### config.mk
export PLATFORM = sky130hd
export DESIGN_NAME = jdp_top
export DESIGN_NICKNAME = d
export VERILOG_FILES = /design/src/core/jdp_pkg.sv /design/src/core/jdp_mst_if.sv /design/src/core/jdp_top.sv /design/src/core/jdp_sync.sv /design/src/core/jdp_master.sv
export SDC_FILE = /design/constraint.sdc
export NUM_CORES = 1
export LEC_CHECK = 0
export ABC_AREA = 1
export BUFFER_PORTS_ARGS = -buffer_cell sky130_fd_sc_hd__buf_2
export CAP_MARGIN = 20
export CORE_ASPECT_RATIO = 1.5
export CORE_MARGIN = 2
export CORE_UTILIZATION = 63
export DETAILED_ROUTE_END_ITERATION = 6
export PLACE_DENSITY = 0.95
export REMOVE_ABC_BUFFERS = 1
export SKIP_CTS_REPAIR_TIMING = 1
export SLEW_MARGIN = 20
export SYNTH_ARGS = -nofsm -noshare
export SYNTH_HDL_FRONTEND = slang
export SYNTH_HIERARCHICAL = 1
export SYNTH_SLANG_ARGS = --single-unit
### constraint.sdc
create_clock -name clk -period 4.02 [get_ports clk]
set_input_delay 1.005 -clock clk [delete_from_list [all_inputs] [get_ports clk]]
set_output_delay 1.005 -clock clk [all_outputs]
set_load 0.02 [all_outputs]
### src/core/jdp_pkg.sv
package jdp_pkg;
  localparam int IR_W = 4;
  localparam int DR_W = 32;
  localparam int CFG_W = 12;
  localparam int TRACE_UPPER_ADDRESS_REG_W = 8;
  localparam int CFG_SH_LO = DR_W - CFG_W;
  localparam int TRACE_UPPER_ADDRESS_REG_SH_LO = DR_W - TRACE_UPPER_ADDRESS_REG_W;

  localparam logic [31:0] COMM_DATA_ADDR = 32'hF000_0468;
  localparam logic [31:0] STATUS_ADDR = 32'hF000_046C;
  localparam logic [23:0] TRACE_LOW_ADDR = 24'h10F06A;
  localparam logic [11:0] CFG_RESET = 12'h000;

  localparam int CFG_MODE = 0;
  localparam int CFG_FLAG_CLR = 1;
  localparam int CFG_FLAG_SET = 2;
  localparam int CFG_TRIG_EN = 3;
  localparam int CFG_EXT_EN = 4;
  localparam int CFG_HALF = 5;
  localparam int CFG_PRIO = 6;
  localparam int CFG_SV = 7;
  localparam int CFG_CH_LO = 8;
  localparam int CFG_CH_HI = 10;

  localparam int ST_LOCK = 0;
  localparam int ST_USER = 1;
  localparam int ST_RSYNC = 2;
  localparam int ST_WSYNC = 3;
  localparam int ST_HSYNC = 4;
  localparam int ST_CH_LO = 5;
  localparam int ST_CH_HI = 7;

  localparam logic [2:0] CH_CPU = 3'h1;
  localparam logic [2:0] CH_COPRO = 3'h2;

  localparam logic [IR_W-1:0] IR_CONFIG = 4'h1;
  localparam logic [IR_W-1:0] IR_TRACE_UPPER_ADDRESS_REG = 4'h2;
  localparam logic [IR_W-1:0] IR_ADDR = 4'h3;
  localparam logic [IR_W-1:0] IR_RW_RD = 4'h4;
  localparam logic [IR_W-1:0] IR_RW_WR = 4'h5;
  localparam logic [IR_W-1:0] IR_COMM_RD = 4'h6;
  localparam logic [IR_W-1:0] IR_COMM_WR = 4'h7;
  localparam logic [IR_W-1:0] IR_COMM_WRH = 4'h8;
  localparam logic [IR_W-1:0] IR_BYPASS = 4'hF;
  localparam logic [IR_W-1:0] IR_CAPTURE = 4'h1;

  localparam int PIN_TRST = 0;
  localparam int PIN_TCK = 1;
  localparam int PIN_TMS = 2;
  localparam int PIN_TDI = 3;
  localparam int PIN_TRIG_CPU = 4;
  localparam int PIN_TRIG_COPRO = 5;
  localparam int PIN_W = 6;
  localparam logic [PIN_W-1:0] PIN_RESET = 6'h01;

  typedef enum logic [1:0] {K_READ, K_WRITE, K_TRACE} jdp_kind_t;
  typedef enum logic [1:0] {E_IDLE, E_XFER, E_TWR} jdp_eng_t;
  typedef enum logic [3:0] {
    T_RESET, T_IDLE, T_SEL_DR, T_CAP_DR, T_SH_DR, T_EX1_DR, T_PA_DR, T_EX2_DR,
    T_UPD_DR, T_SEL_IR, T_CAP_IR, T_SH_IR, T_EX1_IR, T_PA_IR, T_EX2_IR, T_UPD_IR
  } jdp_tap_t;
endpackage

### src/core/jdp_mst_if.sv
`timescale 1ns/1ps
`default_nettype none
interface jdp_mst_if;
  import jdp_pkg::*;
  logic start;
  jdp_kind_t kind;
  logic [31:0] addr;
  logic [31:0] wdata;
  logic [31:0] trace_addr;
  logic half;
  logic prio;
  logic sv;
  logic busy;
  logic done;
  logic [31:0] rdata;
  modport ctl (output start, kind, addr, wdata, trace_addr, half, prio, sv,
               input busy, done, rdata);
  modport eng (input start, kind, addr, wdata, trace_addr, half, prio, sv,
               output busy, done, rdata);
endinterface
`default_nettype wire

### src/core/jdp_top.sv
// Operation
// Trace needs comm mode, enables, trigger edge
// Trace read data written to external address
// Trace address upper byte from JTAG register
// Config bit 5 selects word/half trace read
// Host should request top priority, supervisor
// Unselected port saves power; status stays
// Config register JTAG-only, resets to zero
// Config bit 0 selects comm or RW
// Config bit 1 clears write/half flags once
// Config bit 2 sets high-level sync flag
// Config bit 3 makes RW transfers wait trigger
// Config bit 4 enables external bus trace
// Config bit 6 sets bus priority
// Config bit 7 selects supervisor transfers
// Config bits 10:8 choose trigger source
// Status bit 0 locks out RW mode
// Status bit 1 user flag, JTAG reset only
// Status bits 2-4 read-only sync flags
// Status bits 7:5 mirror trigger source
// Status bits 31:8 read zero
// Comm data and status at fixed addresses
// RW entry needs lockout clear and write
// Reset starts in comm mode, no accesses
// Config update acts once per JTAG update
// Trace address is upper byte plus constant
`timescale 1ns/1ps
`default_nettype none
module jdp_top (
  input wire logic clk,
  input wire logic rst_n,
  input wire logic jtag_tck,
  input wire logic jtag_tms,
  input wire logic jtag_tdi,
  input wire logic jtag_trst_n,
  output logic jtag_tdo,
  output logic jtag_tdo_oe,
  input wire logic trig_cpu,
  input wire logic trig_copro,
  input wire logic bus_sel,
  input wire logic bus_we,
  input wire logic bus_sv,
  input wire logic [31:0] bus_addr,
  input wire logic [31:0] bus_wdata,
  output logic bus_ack,
  output logic bus_err,
  output logic [31:0] bus_rdata,
  output logic mst_req,
  output logic mst_we,
  output logic mst_half,
  output logic mst_prio,
  output logic mst_sv,
  output logic [31:0] mst_addr,
  output logic [31:0] mst_wdata,
  input wire logic [31:0] mst_rdata,
  input wire logic mst_ack,
  output logic power_save
);
  import jdp_pkg::*;

  typedef struct packed {
    jdp_tap_t tap;
    logic [IR_W-1:0] ir;
    logic [IR_W-1:0] ir_sh;
    logic [DR_W-1:0] sh;
    logic tdo;
    logic tdo_oe;
    logic mode;
    logic trig_en;
    logic ext_en;
    logic half;
    logic prio;
    logic sv;
    logic [2:0] chan;
    logic [TRACE_UPPER_ADDRESS_REG_W-1:0] trace_upper_address_reg;
    logic [31:0] addr;
    logic [31:0] adata;
    logic [31:0] comm;
    logic lock;
    logic user;
    logic rsync;
    logic wsync;
    logic hsync;
    logic csync;
    logic pend;
    logic pend_we;
    logic start;
    jdp_kind_t kind;
    logic ack;
    logic err;
    logic [31:0] rdata;
    logic psave;
  } jdp_top_st_t;

  jdp_top_st_t q;
  jdp_top_st_t d;
  logic [PIN_W-1:0] pin_q;
  logic [PIN_W-1:0] pin_rise;
  logic [PIN_W-1:0] pin_fall;
  jdp_mst_if m ();

  jdp_sync #(.W(PIN_W), .INIT(PIN_RESET)) u_sync (
    .clk(clk),
    .rst_n(rst_n),
    .d({trig_copro, trig_cpu, jtag_tdi, jtag_tms, jtag_tck, jtag_trst_n}),
    .q(pin_q),
    .rise(pin_rise),
    .fall(pin_fall)
  );

  jdp_master u_master (
    .clk(clk),
    .rst_n(rst_n),
    .m(m),
    .mst_req(mst_req),
    .mst_we(mst_we),
    .mst_half(mst_half),
    .mst_prio(mst_prio),
    .mst_sv(mst_sv),
    .mst_addr(mst_addr),
    .mst_wdata(mst_wdata),
    .mst_rdata(mst_rdata),
    .mst_ack(mst_ack)
  );

  function automatic jdp_tap_t tap_next(input jdp_tap_t s, input logic tms);
    case (s)
      T_RESET: tap_next = tms ? T_RESET : T_IDLE;
      T_IDLE: tap_next = tms ? T_SEL_DR : T_IDLE;
      T_SEL_DR: tap_next = tms ? T_SEL_IR : T_CAP_DR;
      T_CAP_DR: tap_next = tms ? T_EX1_DR : T_SH_DR;
      T_SH_DR: tap_next = tms ? T_EX1_DR : T_SH_DR;
      T_EX1_DR: tap_next = tms ? T_UPD_DR : T_PA_DR;
      T_PA_DR: tap_next = tms ? T_EX2_DR : T_PA_DR;
      T_EX2_DR: tap_next = tms ? T_UPD_DR : T_SH_DR;
      T_UPD_DR: tap_next = tms ? T_SEL_DR : T_IDLE;
      T_SEL_IR: tap_next = tms ? T_RESET : T_CAP_IR;
      T_CAP_IR: tap_next = tms ? T_EX1_IR : T_SH_IR;
      T_SH_IR: tap_next = tms ? T_EX1_IR : T_SH_IR;
      T_EX1_IR: tap_next = tms ? T_UPD_IR : T_PA_IR;
      T_PA_IR: tap_next = tms ? T_EX2_IR : T_PA_IR;
      T_EX2_IR: tap_next = tms ? T_UPD_IR : T_SH_IR;
      T_UPD_IR: tap_next = tms ? T_SEL_DR : T_IDLE;
      default: tap_next = T_RESET;
    endcase
  endfunction

  logic tck_rise;
  logic tck_fall;
  logic selected;
  logic upd;
  logic trg_edge;
  logic [CFG_W-1:0] cfg_in;
  logic cpu_comm_rd;
  logic cpu_comm_wr;
  logic [31:0] status_word;

  assign tck_rise = pin_rise[PIN_TCK];
  assign tck_fall = pin_fall[PIN_TCK];
  assign selected = (q.ir != IR_BYPASS);
  assign upd = tck_rise && (q.tap == T_UPD_DR);
  assign cfg_in = q.sh[DR_W-1:CFG_SH_LO];
  assign trg_edge = ((q.chan == CH_CPU) && pin_rise[PIN_TRIG_CPU]) ||
                    ((q.chan == CH_COPRO) && pin_rise[PIN_TRIG_COPRO]);
  assign cpu_comm_rd = bus_sel && !bus_we && (bus_addr == COMM_DATA_ADDR) && selected;
  assign cpu_comm_wr = bus_sel && bus_we && (bus_addr == COMM_DATA_ADDR) && selected;
  assign status_word = {24'h000000, q.chan, q.csync, q.wsync, q.rsync, q.user,
                        q.lock};

  always_comb begin
    d = q;
    d.start = 1'b0;
    d.ack = 1'b0;
    d.err = 1'b0;
    d.rdata = 32'h0000_0000;
    d.psave = !selected;

    if (tck_rise) begin
      d.tap = tap_next(q.tap, pin_q[PIN_TMS]);
      case (q.tap)
        T_RESET: d.ir = IR_BYPASS;
        T_CAP_IR: d.ir_sh = IR_CAPTURE;
        T_SH_IR: d.ir_sh = {pin_q[PIN_TDI], q.ir_sh[IR_W-1:1]};
        T_UPD_IR: d.ir = q.ir_sh;
        T_CAP_DR: begin
          case (q.ir)
            IR_ADDR: d.sh = q.addr;
            IR_RW_RD: d.sh = q.adata;
            IR_COMM_RD: d.sh = q.comm;
            default: d.sh = '0;
          endcase
        end
        T_SH_DR: d.sh = {pin_q[PIN_TDI], q.sh[DR_W-1:1]};
        default: ;
      endcase
    end
    if (tck_fall) begin
      // Bypass takes its single bit from the top of the shift chain
      if (q.tap == T_SH_IR) begin
        d.tdo = q.ir_sh[0];
      end else if (q.ir == IR_BYPASS) begin
        d.tdo = q.sh[DR_W-1];
      end else begin
        d.tdo = q.sh[0];
      end
      d.tdo_oe = (q.tap == T_SH_IR) || (q.tap == T_SH_DR);
    end

    // Flags: clears first, sets last so a set in the same cycle wins
    if (cpu_comm_rd) begin
      d.wsync = 1'b0;
      d.hsync = 1'b0;
    end
    if (cpu_comm_wr) begin
      d.csync = 1'b0;
    end

    if (upd) begin
      case (q.ir)
        IR_CONFIG: begin
          // Leaving RW mode is always allowed, entering only when unlocked
          d.mode = cfg_in[CFG_MODE] && (q.mode || !q.lock);
          d.trig_en = cfg_in[CFG_TRIG_EN];
          d.ext_en = cfg_in[CFG_EXT_EN];
          d.half = cfg_in[CFG_HALF];
          d.prio = cfg_in[CFG_PRIO];
          d.sv = cfg_in[CFG_SV];
          d.chan = cfg_in[CFG_CH_HI:CFG_CH_LO];
          if (cfg_in[CFG_FLAG_CLR]) begin
            d.wsync = 1'b0;
            d.hsync = 1'b0;
          end
          if (cfg_in[CFG_FLAG_SET]) begin
            d.csync = 1'b1;
          end
        end
        IR_TRACE_UPPER_ADDRESS_REG: d.trace_upper_address_reg = q.sh[DR_W-1:TRACE_UPPER_ADDRESS_REG_SH_LO];
        IR_ADDR: d.addr = q.sh;
        IR_RW_RD: begin
          d.pend = q.mode;
          d.pend_we = 1'b0;
        end
        IR_RW_WR: begin
          d.adata = q.sh;
          d.pend = q.mode;
          d.pend_we = 1'b1;
        end
        IR_COMM_RD: d.rsync = 1'b0;
        IR_COMM_WR: begin
          d.comm = q.sh;
          d.wsync = 1'b1;
        end
        IR_COMM_WRH: begin
          d.comm = q.sh;
          d.wsync = 1'b1;
          d.hsync = 1'b1;
        end
        default: ;
      endcase
    end

    if (bus_sel) begin
      d.ack = 1'b1;
      if (bus_addr == STATUS_ADDR) begin
        if (bus_we) begin
          if (bus_wdata[ST_LOCK] && bus_sv && !q.mode) begin
            d.lock = 1'b1;
          end
          d.user = bus_wdata[ST_USER];
        end else begin
          d.rdata = status_word;
        end
      end else if (bus_addr == COMM_DATA_ADDR && selected) begin
        if (bus_we) begin
          d.comm = bus_wdata;
          d.rsync = 1'b1;
        end else begin
          d.rdata = q.comm;
        end
      end else begin
        d.err = 1'b1;
      end
    end

    if (!q.mode) begin
      d.pend = 1'b0;
    end
    if (m.done && q.kind == K_READ) begin
      d.adata = m.rdata;
    end
    if (!m.busy && !q.start && selected) begin
      if (q.pend && q.mode && (!q.trig_en || trg_edge)) begin
        d.start = 1'b1;
        d.kind = q.pend_we ? K_WRITE : K_READ;
        d.pend = 1'b0;
      end else if (!q.mode && q.trig_en && q.ext_en && trg_edge) begin
        d.start = 1'b1;
        d.kind = K_TRACE;
      end
    end

    if (!pin_q[PIN_TRST]) begin
      d.tap = T_RESET;
      d.ir = IR_BYPASS;
      d.user = 1'b0;
    end
    if (!rst_n) begin
      d = '0;
      d.tap = T_RESET;
      d.ir = IR_BYPASS;
      d.kind = K_READ;
      d.mode = CFG_RESET[CFG_MODE];
      d.trig_en = CFG_RESET[CFG_TRIG_EN];
      d.ext_en = CFG_RESET[CFG_EXT_EN];
      d.half = CFG_RESET[CFG_HALF];
      d.prio = CFG_RESET[CFG_PRIO];
      d.sv = CFG_RESET[CFG_SV];
      d.chan = CFG_RESET[CFG_CH_HI:CFG_CH_LO];
      d.psave = 1'b1;
      // User flag survives a bus reset; only the JTAG reset clears it
      d.user = pin_q[PIN_TRST] ? q.user : 1'b0;
    end
  end

  always_ff @(posedge clk) begin
    q <= d;
  end

  assign m.start = q.start;
  assign m.kind = q.kind;
  assign m.addr = q.addr;
  assign m.wdata = q.adata;
  assign m.trace_addr = {q.trace_upper_address_reg, TRACE_LOW_ADDR};
  assign m.half = q.half;
  assign m.prio = q.prio;
  assign m.sv = q.sv;

  assign jtag_tdo = q.tdo;
  assign jtag_tdo_oe = q.tdo_oe;
  assign bus_ack = q.ack;
  assign bus_err = q.err;
  assign bus_rdata = q.rdata;
  assign power_save = q.psave;
endmodule
`default_nettype wire

### src/core/jdp_sync.sv
`timescale 1ns/1ps
`default_nettype none
module jdp_sync #(
  parameter int W = 1,
  parameter logic [W-1:0] INIT = '0
) (
  input wire logic clk,
  input wire logic rst_n,
  input wire logic [W-1:0] d,
  output logic [W-1:0] q,
  output logic [W-1:0] rise,
  output logic [W-1:0] fall
);
  typedef struct packed {
    logic [W-1:0] m1;
    logic [W-1:0] m2;
    logic [W-1:0] p;
  } jdp_sync_st_t;

  jdp_sync_st_t s_q;
  jdp_sync_st_t s_d;

  always_comb begin
    s_d = s_q;
    s_d.m1 = d;
    s_d.m2 = s_q.m1;
    s_d.p = s_q.m2;
    if (!rst_n) begin
      s_d = '{m1: INIT, m2: INIT, p: INIT};
    end
  end

  always_ff @(posedge clk) begin
    s_q <= s_d;
  end

  // Edges are taken between the second and third stage only
  assign q = s_q.m2;
  assign rise = s_q.m2 & ~s_q.p;
  assign fall = ~s_q.m2 & s_q.p;
endmodule
`default_nettype wire

### src/core/jdp_master.sv
`timescale 1ns/1ps
`default_nettype none
module jdp_master (
  input wire logic clk,
  input wire logic rst_n,
  jdp_mst_if.eng m,
  output logic mst_req,
  output logic mst_we,
  output logic mst_half,
  output logic mst_prio,
  output logic mst_sv,
  output logic [31:0] mst_addr,
  output logic [31:0] mst_wdata,
  input wire logic [31:0] mst_rdata,
  input wire logic mst_ack
);
  import jdp_pkg::*;

  typedef struct packed {
    jdp_eng_t st;
    jdp_kind_t kind;
    logic req;
    logic we;
    logic half;
    logic prio;
    logic sv;
    logic [31:0] addr;
    logic [31:0] wdata;
    logic [31:0] taddr;
    logic busy;
    logic done;
    logic [31:0] rdata;
  } jdp_eng_st_t;

  jdp_eng_st_t q;
  jdp_eng_st_t d;

  always_comb begin
    d = q;
    d.done = 1'b0;
    case (q.st)
      E_IDLE: begin
        if (m.start) begin
          d.kind = m.kind;
          d.req = 1'b1;
          d.busy = 1'b1;
          d.we = (m.kind == K_WRITE);
          d.half = (m.kind == K_TRACE) && m.half;
          d.prio = m.prio;
          d.sv = m.sv;
          d.addr = m.addr;
          d.wdata = m.wdata;
          d.taddr = m.trace_addr;
          d.st = E_XFER;
        end
      end
      E_XFER: begin
        if (mst_ack) begin
          if (q.kind == K_TRACE) begin
            // Read data goes straight back out to the trace box address
            d.we = 1'b1;
            d.addr = q.taddr;
            d.wdata = mst_rdata;
            d.st = E_TWR;
          end else begin
            d.req = 1'b0;
            d.busy = 1'b0;
            d.done = 1'b1;
            d.rdata = mst_rdata;
            d.st = E_IDLE;
          end
        end
      end
      E_TWR: begin
        if (mst_ack) begin
          d.req = 1'b0;
          d.busy = 1'b0;
          d.done = 1'b1;
          d.st = E_IDLE;
        end
      end
      default: d.st = E_IDLE;
    endcase
    if (!rst_n) begin
      d = '0;
      d.st = E_IDLE;
      d.kind = K_READ;
    end
  end

  always_ff @(posedge clk) begin
    q <= d;
  end

  assign mst_req = q.req;
  assign mst_we = q.we;
  assign mst_half = q.half;
  assign mst_prio = q.prio;
  assign mst_sv = q.sv;
  assign mst_addr = q.addr;
  assign mst_wdata = q.wdata;
  assign m.busy = q.busy;
  assign m.done = q.done;
  assign m.rdata = q.rdata;
endmodule
`default_nettype wire

==> flow_summary.json <==
{
  "status": "finished with violations",
  "violations": "DRC",
  "layout_common_cells": "596 x nand2_1, 426 x nor2_1, 355 x dfxtp_1",
  "vias": 17291,
  "cp.buffers_inverters": 5,
  "drv_cap": 0,
  "drtIter0Drc": 2166,
  "fp.dieArea_sq_um": 28900,
  "path_clk_slew_ns": 0.06,
  "finalHoldViolCount": 0,
  "antenna_found_initial": 2,
  "gp_congestion": 0.937,
  "grt_pass1_wl_microns": 81300,
  "drive_above_1_share_pct": 13.5,
  "grt_max_degree": 93,
  "finalSetupTns_ns": 0,
  "leakagePower_uw": 0.00856,
  "fin_hold_ws_ns": 0.401,
  "n_fill_cell": 2177,
  "rows": 74,
  "cts_root_buffer": "clkbuf_16",
  "grt_usage_pct": 34.1,
  "tightest_slew_ns": 1.08,
  "final_common_cell": "nand2_1",
  "end_kind": "flop",
  "cts_tree": "yes",
  "grt_pass1_vias": 16738,
  "max_freq_mhz": 334,
  "netlist_area_sq_um": 17400,
  "dp_cells": 2912,
  "routedWlPerCell_microns": 17.2,
  "synth_area_per_cell_sq_um": 6.70,
  "fin_crit_sh_pct": 74.4,
  "ant_nets": 0,
  "vdd_drop_max_mv": 0.350,
  "fp.dieW_microns": 140,
  "cts_buffers": 34,
  "finalSetupViolations": 0,
  "clkSinkCount": 357,
  "clock_latency_ns": 0.53,
  "path_cells": "inv_1, nor2_1, inv_1, a21oi_4, buf_4, inv_1, buf_16, a21oi_1, a21oi_1",
  "drcViolationCount": 8,
  "cpPeakStageDelay_ns": 0.56,
  "io_pins": 214,
  "critPathTopFamily": "buffers and inverters",
  "critPathKind": "reg -> reg",
  "wl_microns": 51200,
  "rsz0062_at_grt": "false",
  "critical_path_required_ns": 4.44,
  "portBuffers": 213,
  "grt_overflow": 0,
  "cts_htree_levels": 2,
  "layout.nets": 2718,
  "final_max_slew_viol_count": 0,
  "die_y_microns": 207,
  "first_pass_iters": 7,
  "cp-start-kind": "flop",
  "hold_path_class": "reg -> reg",
  "worstPathMaxFanout": 33,
  "cts_buffer_depth": 3,
  "synthCells": 2589,
  "multi_input_area_sq_um": 7540,
  "slew_headroom_pct": 27.6,
  "cp_data_arrival_time_ns": 3.41,
  "period_needed_ns": 2.99,
  "finClkSkew_ns": 0.0160,
  "yosysWarnings": 6,
  "finalNonFillerCells": 2972,
  "vias_per_cell": 5.82,
  "regArea_sq_um": 7160,
  "post-place-ws_ns": 0.845,
  "power.total_uw": 8870,
  "layout_setup_ws_ns": 1.03,
  "power_density_nw_per_um2": 475,
  "dp.final_hpwl_microns": 31200,
  "start_util_pct": 64.0,
  "cp_common_cell": "inv_1",
  "syn_to_final_growth_pct": 7.45,
  "core_sq_um": 27100,
  "cpMaxStageDelayCell": "nor2_1"
}
## area by class of cell
type                    instances  share of cell area (%)
inverters                     259                    5.21
repair buffers                247                    7.40
clock inverters                 7                   0.376
multi-input cells            1707                    40.4
clock buffers                  51                    5.89
flip-flops and latches        357                    38.4
diodes                          2                  0.0268
well taps                     342                    2.29
## path summary, 6_finish.rpt
path	from	end	slack (ns)	cells after the start
setup / recovery	u_sync/q[1]	q[171]	1.03	9
hold / removal	u_sync/s_q[12]	u_sync/q[0]	0.40	2
setup reg to reg	u_sync/q[1]	q[171]	1.03	9
hold reg to reg	u_sync/s_q[12]	u_sync/q[0]	0.40	2
## flip-flops by register name, indices dropped and copies added, names as in the netlist, 9 cells and up
signal	count
m.addr	32
u_master/mst_wdata	32
bus_rdata	32
u_master/mst_addr	32
u_master/q	36
u_master/m.rdata	32
u_sync/s_q	9
q	77
cfg_in	12
m.wdata	32
## metrics by stage
stage          instance area [sq um]  utilization, %
2_1_floorplan                  15600               -
3_3_place_gp                   17400            64.3
3_5_place_dp                   17500            64.4
4_1_cts                        18600            68.7
5_1_grt                        18700            68.8
6_report                       18700            68.8
## report_power, final
| part | internal [uW] | leakage (uW) | switching [uW] |
|---|---|---|---|
| registers | 3750 | 0.00289 | 112 |
| logic | 499 | 0.00509 | 1160 |
| clock network | 1960 | 0.000579 | 1380 |
| total | 6210 | 0.00856 | 2660 |
## tightest hold or removal path, delay by kind of cell (launching register included)
| kind | cells | cell delay (ns) |
|---|---|---|
| and+or+nand+nor | 1 | 0.04 |
| buffers and inverters | 1 | 0.03 |
| DFF | 1 | 0.30 |
## layer usage
| metal | global-route usage (%) | routed length (microns) | up-vias |
|---|---|---|---|
| li1 | - | - | 7994 |
| met1 | 38.2 | 17500 | 7758 |
| met2 | 56.9 | 24200 | 1207 |
| met3 | 5.95 | 5240 | 332 |
| met4 | 26.9 | 4230 | 0 |
| met5 | 0 | 0 | - |
Power figures use the tool's default switching activity.
